File: src/hdl/buck4_cfg_pkg.sv
// Contract
// - Wake slot bits 15:13 reset 000; 000 off, 001-101 slots 1-5, 110/111 enable inputs.
// - Wake mode bits 9:8 reset 01: forced, auto, linear, hysteretic.
// - Wake voltage code bits 6:0 resets zero; 0.85V, 25mV steps, 66h up saturate.
// - Boot configuration loads only wake voltage bits 6:2, giving 100mV resolution.
// - Doze slot: 000 transition slot 5, 001-101 disable slots 5-1, 110/111 slots 3/1.
// - Under enable input control, doze codes 001-101 mean sleep entry slot, not disable.
// - Doze mode bits 9:8 reset 11: forced, pulse skipping, linear, hysteretic.
// - Doze voltage bits 6:0 reset zero, same scale as the wake code.
// - Pin control voltage choice bit 10: 0 wake code, 1 doze code.
// - Pin control source bits 12:11: off, input 1, input 2, either input.
package buck4_cfg_pkg;
  localparam logic [29:0] IDX_PIN_CTRL   = 30'h4065;
  localparam logic [29:0] IDX_WAKE_CFG   = 30'h4066;
  localparam logic [29:0] IDX_DOZE_CTRL  = 30'h4067;
  localparam int          SLOT_LSB       = 13;
  localparam int          SRC_LSB        = 11;
  localparam int          CHOICE_BIT     = 10;
  localparam int          MODE_LSB       = 8;
  localparam int          VHI_LSB        = 2;
  localparam logic [2:0]  SLOT_RESET     = 3'h0;
  localparam logic [1:0]  WAKE_MODE_RST  = 2'h1;
  localparam logic [1:0]  DOZE_MODE_RST  = 2'h3;
  localparam logic [6:0]  VCODE_RESET    = 7'h00;
  localparam logic [1:0]  SRC_RESET      = 2'h0;
  localparam logic [2:0]  SLOT_OFF       = 3'h0;
  localparam logic [2:0]  SLOT_LAST      = 3'h5;
  localparam logic [2:0]  SLOT_HW1       = 3'h6;
  localparam logic [2:0]  SLOT_HW2       = 3'h7;
  localparam logic [6:0]  VCODE_SAT      = 7'h66;
  localparam int          VBASE_MV       = 850;
  localparam int          VSTEP_MV       = 25;
  localparam logic [1:0]  HTRANS_NONSEQ  = 2'h2;
  localparam logic [2:0]  HSIZE_WORD     = 3'h2;
  typedef enum logic [1:0] {mode_forced, mode_auto, mode_linear, mode_hysteretic} buck_mode_t;
endpackage : buck4_cfg_pkg

File: src/hdl/buck4_on_sleep_config_regs.sv
// Decided for this implementation: the AHB-Lite slave port.
`timescale 1ns/1ps
module buck4_on_sleep_config_regs
  import buck4_cfg_pkg::*;
#(
  parameter int ADDR_W = 32
) (
  input  wire logic              hclk,
  input  wire logic              hresetn,
  input  wire logic              hsel,
  input  wire logic [ADDR_W-1:0] haddr,
  input  wire logic [1:0]        htrans,
  input  wire logic              hwrite,
  input  wire logic [2:0]        hsize,
  input  wire logic [31:0]       hwdata,
  input  wire logic              hready,
  output logic                   hreadyout,
  output logic                   hresp,
  output logic [31:0]            hrdata,
  input  wire logic              boot_load,
  input  wire logic [4:0]        boot_wake_vhi,
  output logic [2:0]             buck4_wake_timeslot,
  output logic [1:0]             buck4_wake_regulation_mode,
  output logic [6:0]             buck4_wake_voltage_code,
  output logic [2:0]             buck4_doze_timeslot,
  output logic [1:0]             buck4_doze_regulation_mode,
  output logic [6:0]             buck4_doze_voltage_code,
  output logic                   buck4_pin_ctrl_voltage_choice,
  output logic [1:0]             buck4_pin_ctrl_source,
  output logic [2:0]             wake_slot_num,
  output logic [1:0]             wake_hw_input,
  output logic [2:0]             doze_event_slot,
  output logic                   doze_disables,
  output logic [6:0]             pin_ctrl_voltage_code,
  output logic [11:0]            wake_voltage_mv,
  output logic [11:0]            doze_voltage_mv
);

  if (ADDR_W < 17) begin : g_addr_check
    $error("ADDR_W too narrow to reach the register indices.");
  end

  // The millivolt outputs saturate above the top code; the raw code outputs, pin_ctrl_voltage_code included, pass codes above it unchanged.
  function automatic logic [11:0] code_to_mv(input logic [6:0] code);
    logic [6:0] k;
    k = (code > VCODE_SAT) ? VCODE_SAT : code;
    return 12'(VBASE_MV + VSTEP_MV * int'(k));
  endfunction : code_to_mv

  logic        wr_pend;
  logic [29:0] wr_idx;
  logic        addr_ok;
  logic        wr_fire;
  logic [15:0] next_rdata;
  logic [29:0] a_idx;
  logic        hsize_ok;
  logic        wr_size;

  assign a_idx   = 30'(haddr[ADDR_W-1:2]);
  assign addr_ok = hsel && hready && htrans == HTRANS_NONSEQ;
  assign wr_fire = wr_pend && hsize_ok;

  always_ff @(posedge hclk or negedge hresetn) begin
    if (!hresetn) begin
      wr_pend <= 1'b0;
      wr_idx  <= 30'h0;
      wr_size <= 1'b0;
    end else begin
      wr_pend <= addr_ok && hwrite;
      wr_idx  <= a_idx;
      wr_size <= hsize == HSIZE_WORD;
    end
  end
  assign hsize_ok = wr_size;

  // Zero wait states; every transfer, mapped or not, ends OKAY.
  always_ff @(posedge hclk or negedge hresetn) begin
    if (!hresetn) begin
      hreadyout <= 1'b1;
      hresp     <= 1'b0;
    end else begin
      hreadyout <= 1'b1;
      hresp     <= 1'b0;
    end
  end

  always_comb begin
    next_rdata = 16'h0000;
    case (a_idx)
      IDX_PIN_CTRL: begin
        next_rdata[SRC_LSB+:2]  = buck4_pin_ctrl_source;
        next_rdata[CHOICE_BIT]  = buck4_pin_ctrl_voltage_choice;
      end
      IDX_WAKE_CFG: begin
        next_rdata[SLOT_LSB+:3] = buck4_wake_timeslot;
        next_rdata[MODE_LSB+:2] = buck4_wake_regulation_mode;
        next_rdata[6:0]         = buck4_wake_voltage_code;
      end
      IDX_DOZE_CTRL: begin
        next_rdata[SLOT_LSB+:3] = buck4_doze_timeslot;
        next_rdata[MODE_LSB+:2] = buck4_doze_regulation_mode;
        next_rdata[6:0]         = buck4_doze_voltage_code;
      end
      default: begin
        next_rdata = 16'h0000;
      end
    endcase
  end

  // Reserved positions never get a source, so they read zero and writes to them vanish.
  always_ff @(posedge hclk or negedge hresetn) begin
    if (!hresetn) begin
      hrdata <= 32'h0;
    end else if (addr_ok && !hwrite) begin
      hrdata <= {16'h0000, next_rdata};
    end
  end

  always_ff @(posedge hclk or negedge hresetn) begin
    if (!hresetn) begin
      buck4_wake_timeslot        <= SLOT_RESET;
      buck4_wake_regulation_mode <= WAKE_MODE_RST;
    end else if (wr_fire && wr_idx == IDX_WAKE_CFG) begin
      buck4_wake_timeslot        <= hwdata[SLOT_LSB+:3];
      buck4_wake_regulation_mode <= hwdata[MODE_LSB+:2];
    end
  end

  // Boot data carries only the upper five bits; a boot load in the same cycle as a bus write wins those bits.
  always_ff @(posedge hclk or negedge hresetn) begin
    if (!hresetn) begin
      buck4_wake_voltage_code <= VCODE_RESET;
    end else begin
      if (wr_fire && wr_idx == IDX_WAKE_CFG) begin
        buck4_wake_voltage_code <= hwdata[6:0];
      end
      if (boot_load) begin
        buck4_wake_voltage_code[6:VHI_LSB] <= boot_wake_vhi;
      end
    end
  end

  always_ff @(posedge hclk or negedge hresetn) begin
    if (!hresetn) begin
      buck4_doze_timeslot        <= SLOT_RESET;
      buck4_doze_regulation_mode <= DOZE_MODE_RST;
      buck4_doze_voltage_code    <= VCODE_RESET;
    end else if (wr_fire && wr_idx == IDX_DOZE_CTRL) begin
      buck4_doze_timeslot        <= hwdata[SLOT_LSB+:3];
      buck4_doze_regulation_mode <= hwdata[MODE_LSB+:2];
      buck4_doze_voltage_code    <= hwdata[6:0];
    end
  end

  always_ff @(posedge hclk or negedge hresetn) begin
    if (!hresetn) begin
      buck4_pin_ctrl_source         <= SRC_RESET;
      buck4_pin_ctrl_voltage_choice <= 1'b0;
    end else if (wr_fire && wr_idx == IDX_PIN_CTRL) begin
      buck4_pin_ctrl_source         <= hwdata[SRC_LSB+:2];
      buck4_pin_ctrl_voltage_choice <= hwdata[CHOICE_BIT];
    end
  end

  logic       hw_owned;
  logic [2:0] next_wake_slot_num;
  logic [1:0] next_wake_hw_input;
  logic [2:0] next_doze_event_slot;
  logic       next_doze_disables;

  assign hw_owned = buck4_wake_timeslot >= SLOT_HW1;

  always_comb begin
    next_wake_slot_num = 3'h0;
    next_wake_hw_input = 2'h0;
    case (buck4_wake_timeslot)
      SLOT_HW1: next_wake_hw_input = 2'h1;
      SLOT_HW2: next_wake_hw_input = 2'h2;
      default: begin
        next_wake_slot_num = buck4_wake_timeslot;
      end
    endcase
  end

  // Disable codes count down from slot five so that power-down mirrors the power-up order.
  always_comb begin
    next_doze_event_slot = 3'h5;
    next_doze_disables   = 1'b0;
    case (buck4_doze_timeslot)
      3'h0: next_doze_event_slot = 3'h5;
      3'h6: next_doze_event_slot = 3'h3;
      3'h7: next_doze_event_slot = 3'h1;
      default: begin
        next_doze_event_slot = 3'(3'h6 - buck4_doze_timeslot);
        next_doze_disables   = !hw_owned;
      end
    endcase
  end

  always_ff @(posedge hclk or negedge hresetn) begin
    if (!hresetn) begin
      wake_slot_num   <= 3'h0;
      wake_hw_input   <= 2'h0;
      doze_event_slot <= 3'h5;
      doze_disables   <= 1'b0;
    end else begin
      wake_slot_num   <= next_wake_slot_num;
      wake_hw_input   <= next_wake_hw_input;
      doze_event_slot <= next_doze_event_slot;
      doze_disables   <= next_doze_disables;
    end
  end

  always_ff @(posedge hclk or negedge hresetn) begin
    if (!hresetn) begin
      pin_ctrl_voltage_code <= VCODE_RESET;
      wake_voltage_mv       <= 12'(VBASE_MV);
      doze_voltage_mv       <= 12'(VBASE_MV);
    end else begin
      pin_ctrl_voltage_code <= buck4_pin_ctrl_voltage_choice ? buck4_doze_voltage_code
                                                             : buck4_wake_voltage_code;
      wake_voltage_mv       <= code_to_mv(buck4_wake_voltage_code);
      doze_voltage_mv       <= code_to_mv(buck4_doze_voltage_code);
    end
  end
endmodule : buck4_on_sleep_config_regs

File: config.mk
export PLATFORM = sky130hd
export DESIGN_NAME = buck4_on_sleep_config_regs
export DESIGN_NICKNAME = d
export VERILOG_FILES = /design/src/hdl/buck4_cfg_pkg.sv /design/src/hdl/buck4_on_sleep_config_regs.sv
export SDC_FILE = /design/constraint.sdc
export NUM_CORES = 1
export LEC_CHECK = 0
export CELL_PAD_IN_SITES_DETAIL_PLACEMENT = 0
export CELL_PAD_IN_SITES_GLOBAL_PLACEMENT = 2
export CORE_MARGIN = 2
export CORE_UTILIZATION = 38
export CTS_BUF_LIST = sky130_fd_sc_hd__clkbuf_2
export CTS_CLUSTER_DIAMETER = 120
export DETAILED_ROUTE_END_ITERATION = 10
export DONT_BUFFER_PORTS = 1
export GPL_TIMING_DRIVEN = 0
export PLACE_DENSITY_LB_ADDON = 0.3
export RECOVER_POWER = 50
export SLEW_MARGIN = 20
export SYNTH_ARGS = -nofsm -noshare
export SYNTH_HDL_FRONTEND = slang
export SYNTH_SLANG_ARGS = --single-unit
File: constraint.sdc
create_clock -name hclk -period 3.15 [get_ports hclk]
set_input_delay 0.4725 -clock hclk [delete_from_list [all_inputs] [get_ports hclk]]
set_output_delay 0.4725 -clock hclk [all_outputs]
set_load 0.05 [all_outputs]
==> flow_results.org <==
** Global route
- The number of global-route vias before repair was just under 4000.
- Maximum number of pins on one net before global-route repair :: 115
- Wire length of the first global-routing pass :: roughly 22000 um
- Total global-route track usage :: 0.180
- For this run the aggregate overflow at the end of global routing stands at 0.
- Antenna violations before repair :: 0

** Timing
- The max-slew violation total from the final report was 0.
- Transition time at the pin with the least slew margin :: 0.744 ns
- Fin Setup TNS :: 0 ns
- Crit path time final :: 3.11 ns
- On the final layout, the worst hold slack is about 0.15 ns.
- In the finished design, the share of the clock period the worst path needs comes to 0.988.
- Setup repair after global routing missed its margin :: yes
- Relative slew slack :: 0.504
- The number of hold violations in the final report is 0.
- Between clock sinks in the finished design, the worst skew comes to ~0.043 ns.
- Setup violations remaining at the end of the flow were counted as 0.
- Based on the critical path, the design can be clocked at up to between 300 and 400 MHz.

** Logic synthesis
- Mapped Area :: ~0.0056 mm^2
- Flop and latch count out of synthesis :: approximately 110
- Number of synthesized flops with an enable pin :: 0
- Sequential element share of the synthesized area :: 0.513
- Synthesis instantiated 52 different standard cells from the library.
- In the synthesized netlist the async set-or-reset flop fraction comes to 1.00.
- The most used flip-flop cell after synthesis is dfrtp_1.
- Yosys printed 0 warnings.
- Mean instance size in the synthesized netlist :: 12.2 um^2
- Synthesis produced 458 cells.

** Layout
- Antenna diodes :: 0
- Most frequent standard cell in the layout excluding fill and tap cells :: dfrtp_1
- Area growth from synthesis to layout :: 28.4%
- After the last flow step, the layout net total stands at ~700.
- Measured on the finished design, the core utilization comes to 0.496.
- Count of non-filler cells in the finished layout :: 760
- Most frequent cells in the layout :: dfrtp_1, dlygate4sd3_1, inv_1
- In the final layout, the share of cells above drive strength 1 is 0.293.

** Detailed routing
- 1st-pass router iterations :: 5
- In the routed design, unresolved DRC markers number 0.
- The final route contains 3742 vias.
- Routed wire length per instance :: around 18 um
- Total wirelength of the detailed-routed design :: 13700 um
- DRC violation total after the first TritonRoute iteration :: roughly 170
- Using the TritonRoute via totals, the vias-per-cell ratio works out to 4.92.
- DRT antenna net count :: 0

** CTS
- For the worst-skew pair, the clock arrives at the later sink with an insertion delay of 0.71 ns.
- For this design, the sink count on the clock tree is 114.
- CTS built an H-tree with a depth of 4.
- In this run the deepest clock path goes through 2 buffers.
- After clock tree synthesis, the clock-pin slew on the worst setup and hold paths is 0.22 ns.
- The tree is rooted in a clkbuf_2.
- Buffers inserted during clock tree synthesis total 17.
- CTS tree :: done

** Setup path
- Nature of the critical path startpoint :: register
- In this run the worst path has a maximum fanout of 8.
- Crit path to :: wake_voltage_mv[10]$_DFF_PN0_
- Data required time of the critical path :: 3.78 ns
- Reg-to-Reg Start :: buck4_wake_voltage_code[3]$_DFFE_PN0P_
- Worst reg-to-reg setup slack :: 0.04 ns
- Sort of element at the end of the critical path :: register
- Worst flop-to-flop path endpoint :: wake_voltage_mv[10]$_DFF_PN0_
- Data arrives at the worst endpoint at 3.75 ns.
- Number of cells on the worst reg-to-reg path :: 13
- The worst setup path is of the register to register kind.
- Crit path launch :: buck4_wake_voltage_code[3]$_DFFE_PN0P_

** Floorplan
- The initial utilization of the core area, before any placement, comes to 0.386.
- Standard cell core area :: 0.0145 mm^2
- Die outline area :: 0.0157 mm^2
- The floorplan has 44 rows.
- The floorplan step set the die height to 125 um.
- Die Span X :: 125 um
- 181 I/O pins were placed.

** Placed design
- The congestion estimate from routability-driven global placement came to roughly 0.75.
- Cells after DPL :: around 660
- Count of buffers from port buffering :: 0
- Final HPWL DP :: 9580 um

** Run
- Number of max-capacitance violations reported :: 0

** Power
- Dividing total power by cell area gives a power density of just under 500 mW/mm^2.
- Across the VDD grid, the largest voltage drop is 0.000188 V.
- In this run the static leakage power is 3.28 nW.

** Hold path
- Class of the worst hold path :: primary input to register

** Status
- The flow ran to the end, and the final reports show no timing, DRC or antenna violations.
## kinds of logic (layout without fill, tap and decap cells)
family	Yosys count	after routing	synth area share
other	2	19	0.00134
adder cells (fa/ha/maj)	55	55	0.131
flip-flops	114	114	0.513
AO/OA/AOI/OAI	60	60	0.0718
buffers and inverters	71	172	0.0633
XOR/XNOR	12	12	0.0188
AND/OR/NAND/NOR	105	105	0.120
multiplexers	39	39	0.0807
## sequential cells by signal (all words and copies together), names as in the netlist, 2 cells and up
| signal | flops |
|---|---|
| buck4_wake_regulation_mode | 2 |
| buck4_doze_timeslot | 3 |
| buck4_wake_voltage_code | 7 |
| buck4_wake_timeslot | 3 |
| buck4_pin_ctrl_source | 2 |
| buck4_doze_voltage_code | 7 |
| wr_idx | 30 |
| wake_slot_num | 3 |
| doze_voltage_mv | 12 |
| doze_event_slot | 3 |
| wake_voltage_mv | 12 |
| hrdata | 15 |
| wake_hw_input | 2 |
| pin_ctrl_voltage_code | 7 |
| buck4_doze_regulation_mode | 2 |
## through the flow
| stage | total power (W) | worst slack [ns] | cell area (um^2) |
|---|---|---|---|
| after floorplan | 0.00217 | 0.00491 | 5680 |
| after global placement | 0.00223 | -0.355 | 5910 |
| after detailed placement | 0.00223 | -0.362 | 5910 |
| after CTS | 0.00347 | 0.0000542 | 7030 |
| after global routing | 0.00366 | -0.104 | 7190 |
| final | 0.00347 | 0.0374 | 7190 |
## metal layers
metal	vias up	global-route usage	wire length, um
li1	1773	-	-
met1	1837	0.211	5440
met2	115	0.302	6950
met3	17	0.0774	1090
met4	0	0.0542	228
met5	-	0	0
## repair_timing
| item | CTS | global route |
|---|---|---|
| gates cloned | 0 | 0 |
| resized for setup | 33 | 30 |
| endpoints found under the hold margin | 178 | 0 |
| hold buffers | 61 | 0 |
| pin swaps | 14 | 21 |
| setup buffers | 3 | 5 |
| endpoints found under the setup margin | 11 | 8 |
## power breakdown
group          switching [W]  internal (W)
clock network       0.000684      0.000327
registers           0.000278       0.00157
logic               0.000314      0.000293
## layout make-up
| class | count | area [um^2] |
|---|---|---|
| fillers | 1299 | 7290 |
| flip-flops and latches | 114 | 2910 |
| multi-input cells | 290 | 2760 |
| repair buffers | 69 | 688 |
| well taps | 184 | 230 |
| plain buffers | 31 | 204 |
| clock inverters | 15 | 160 |
| inverters | 40 | 150 |
| clock buffers | 17 | 85.1 |
## worst min path at each step
stage,cells after the start,end,start
floorplan,0,buck4_doze_timeslot[0]$_DFFE_PN0P_,hresetn
global placement,0,wr_idx[28]$_DFF_PN0_,hresetn
detailed placement,0,wr_idx[11]$_DFF_PN0_,hresetn
CTS,2,hrdata[15]$_DFFE_PN0P_,haddr[2]
global route,2,hrdata[15]$_DFFE_PN0P_,haddr[2]
finish,2,hrdata[15]$_DFFE_PN0P_,haddr[2]
## synth_stat cells, types with 5 or more instances
| cell | count | share of area |
|---|---|---|
| a21oi_1 | 11 | 0.0098 |
| buf_4 | 19 | 0.025 |
| clkbuf_1 | 11 | 0.0074 |
| dfrtp_1 | 99 | 0.44 |
| dfstp_2 | 15 | 0.070 |
| fa_1 | 6 | 0.021 |
| ha_1 | 49 | 0.11 |
| inv_1 | 40 | 0.027 |
| mux2_2 | 17 | 0.034 |
| mux2_4 | 8 | 0.021 |
| mux2i_1 | 14 | 0.025 |
| nand2_1 | 34 | 0.023 |
| nand2b_1 | 5 | 0.0056 |
| nand3_1 | 6 | 0.0054 |
| nand4_1 | 5 | 0.0056 |
| nor2_1 | 10 | 0.0067 |
| nor2b_1 | 7 | 0.0078 |
| o21ai_0 | 15 | 0.013 |
| o311ai_1 | 5 | 0.0078 |
| o31ai_1 | 12 | 0.016 |
| xnor2_1 | 10 | 0.016 |
## worst max-delay path, cell delays in order (launching register included)
cell	delay, ns
dfrtp_4	0.65
o211ai_1	0.24
nand2b_1	0.10
buf_4	0.15
ha_4	0.26
inv_2	0.03
fa_1	0.48
inv_2	0.05
ha_4	0.27
ha_4	0.22
a31oi_4	0.19
o221ai_2	0.12
a21oi_2	0.15
xnor2_1	0.12
(Power assumes the default switching activity.)
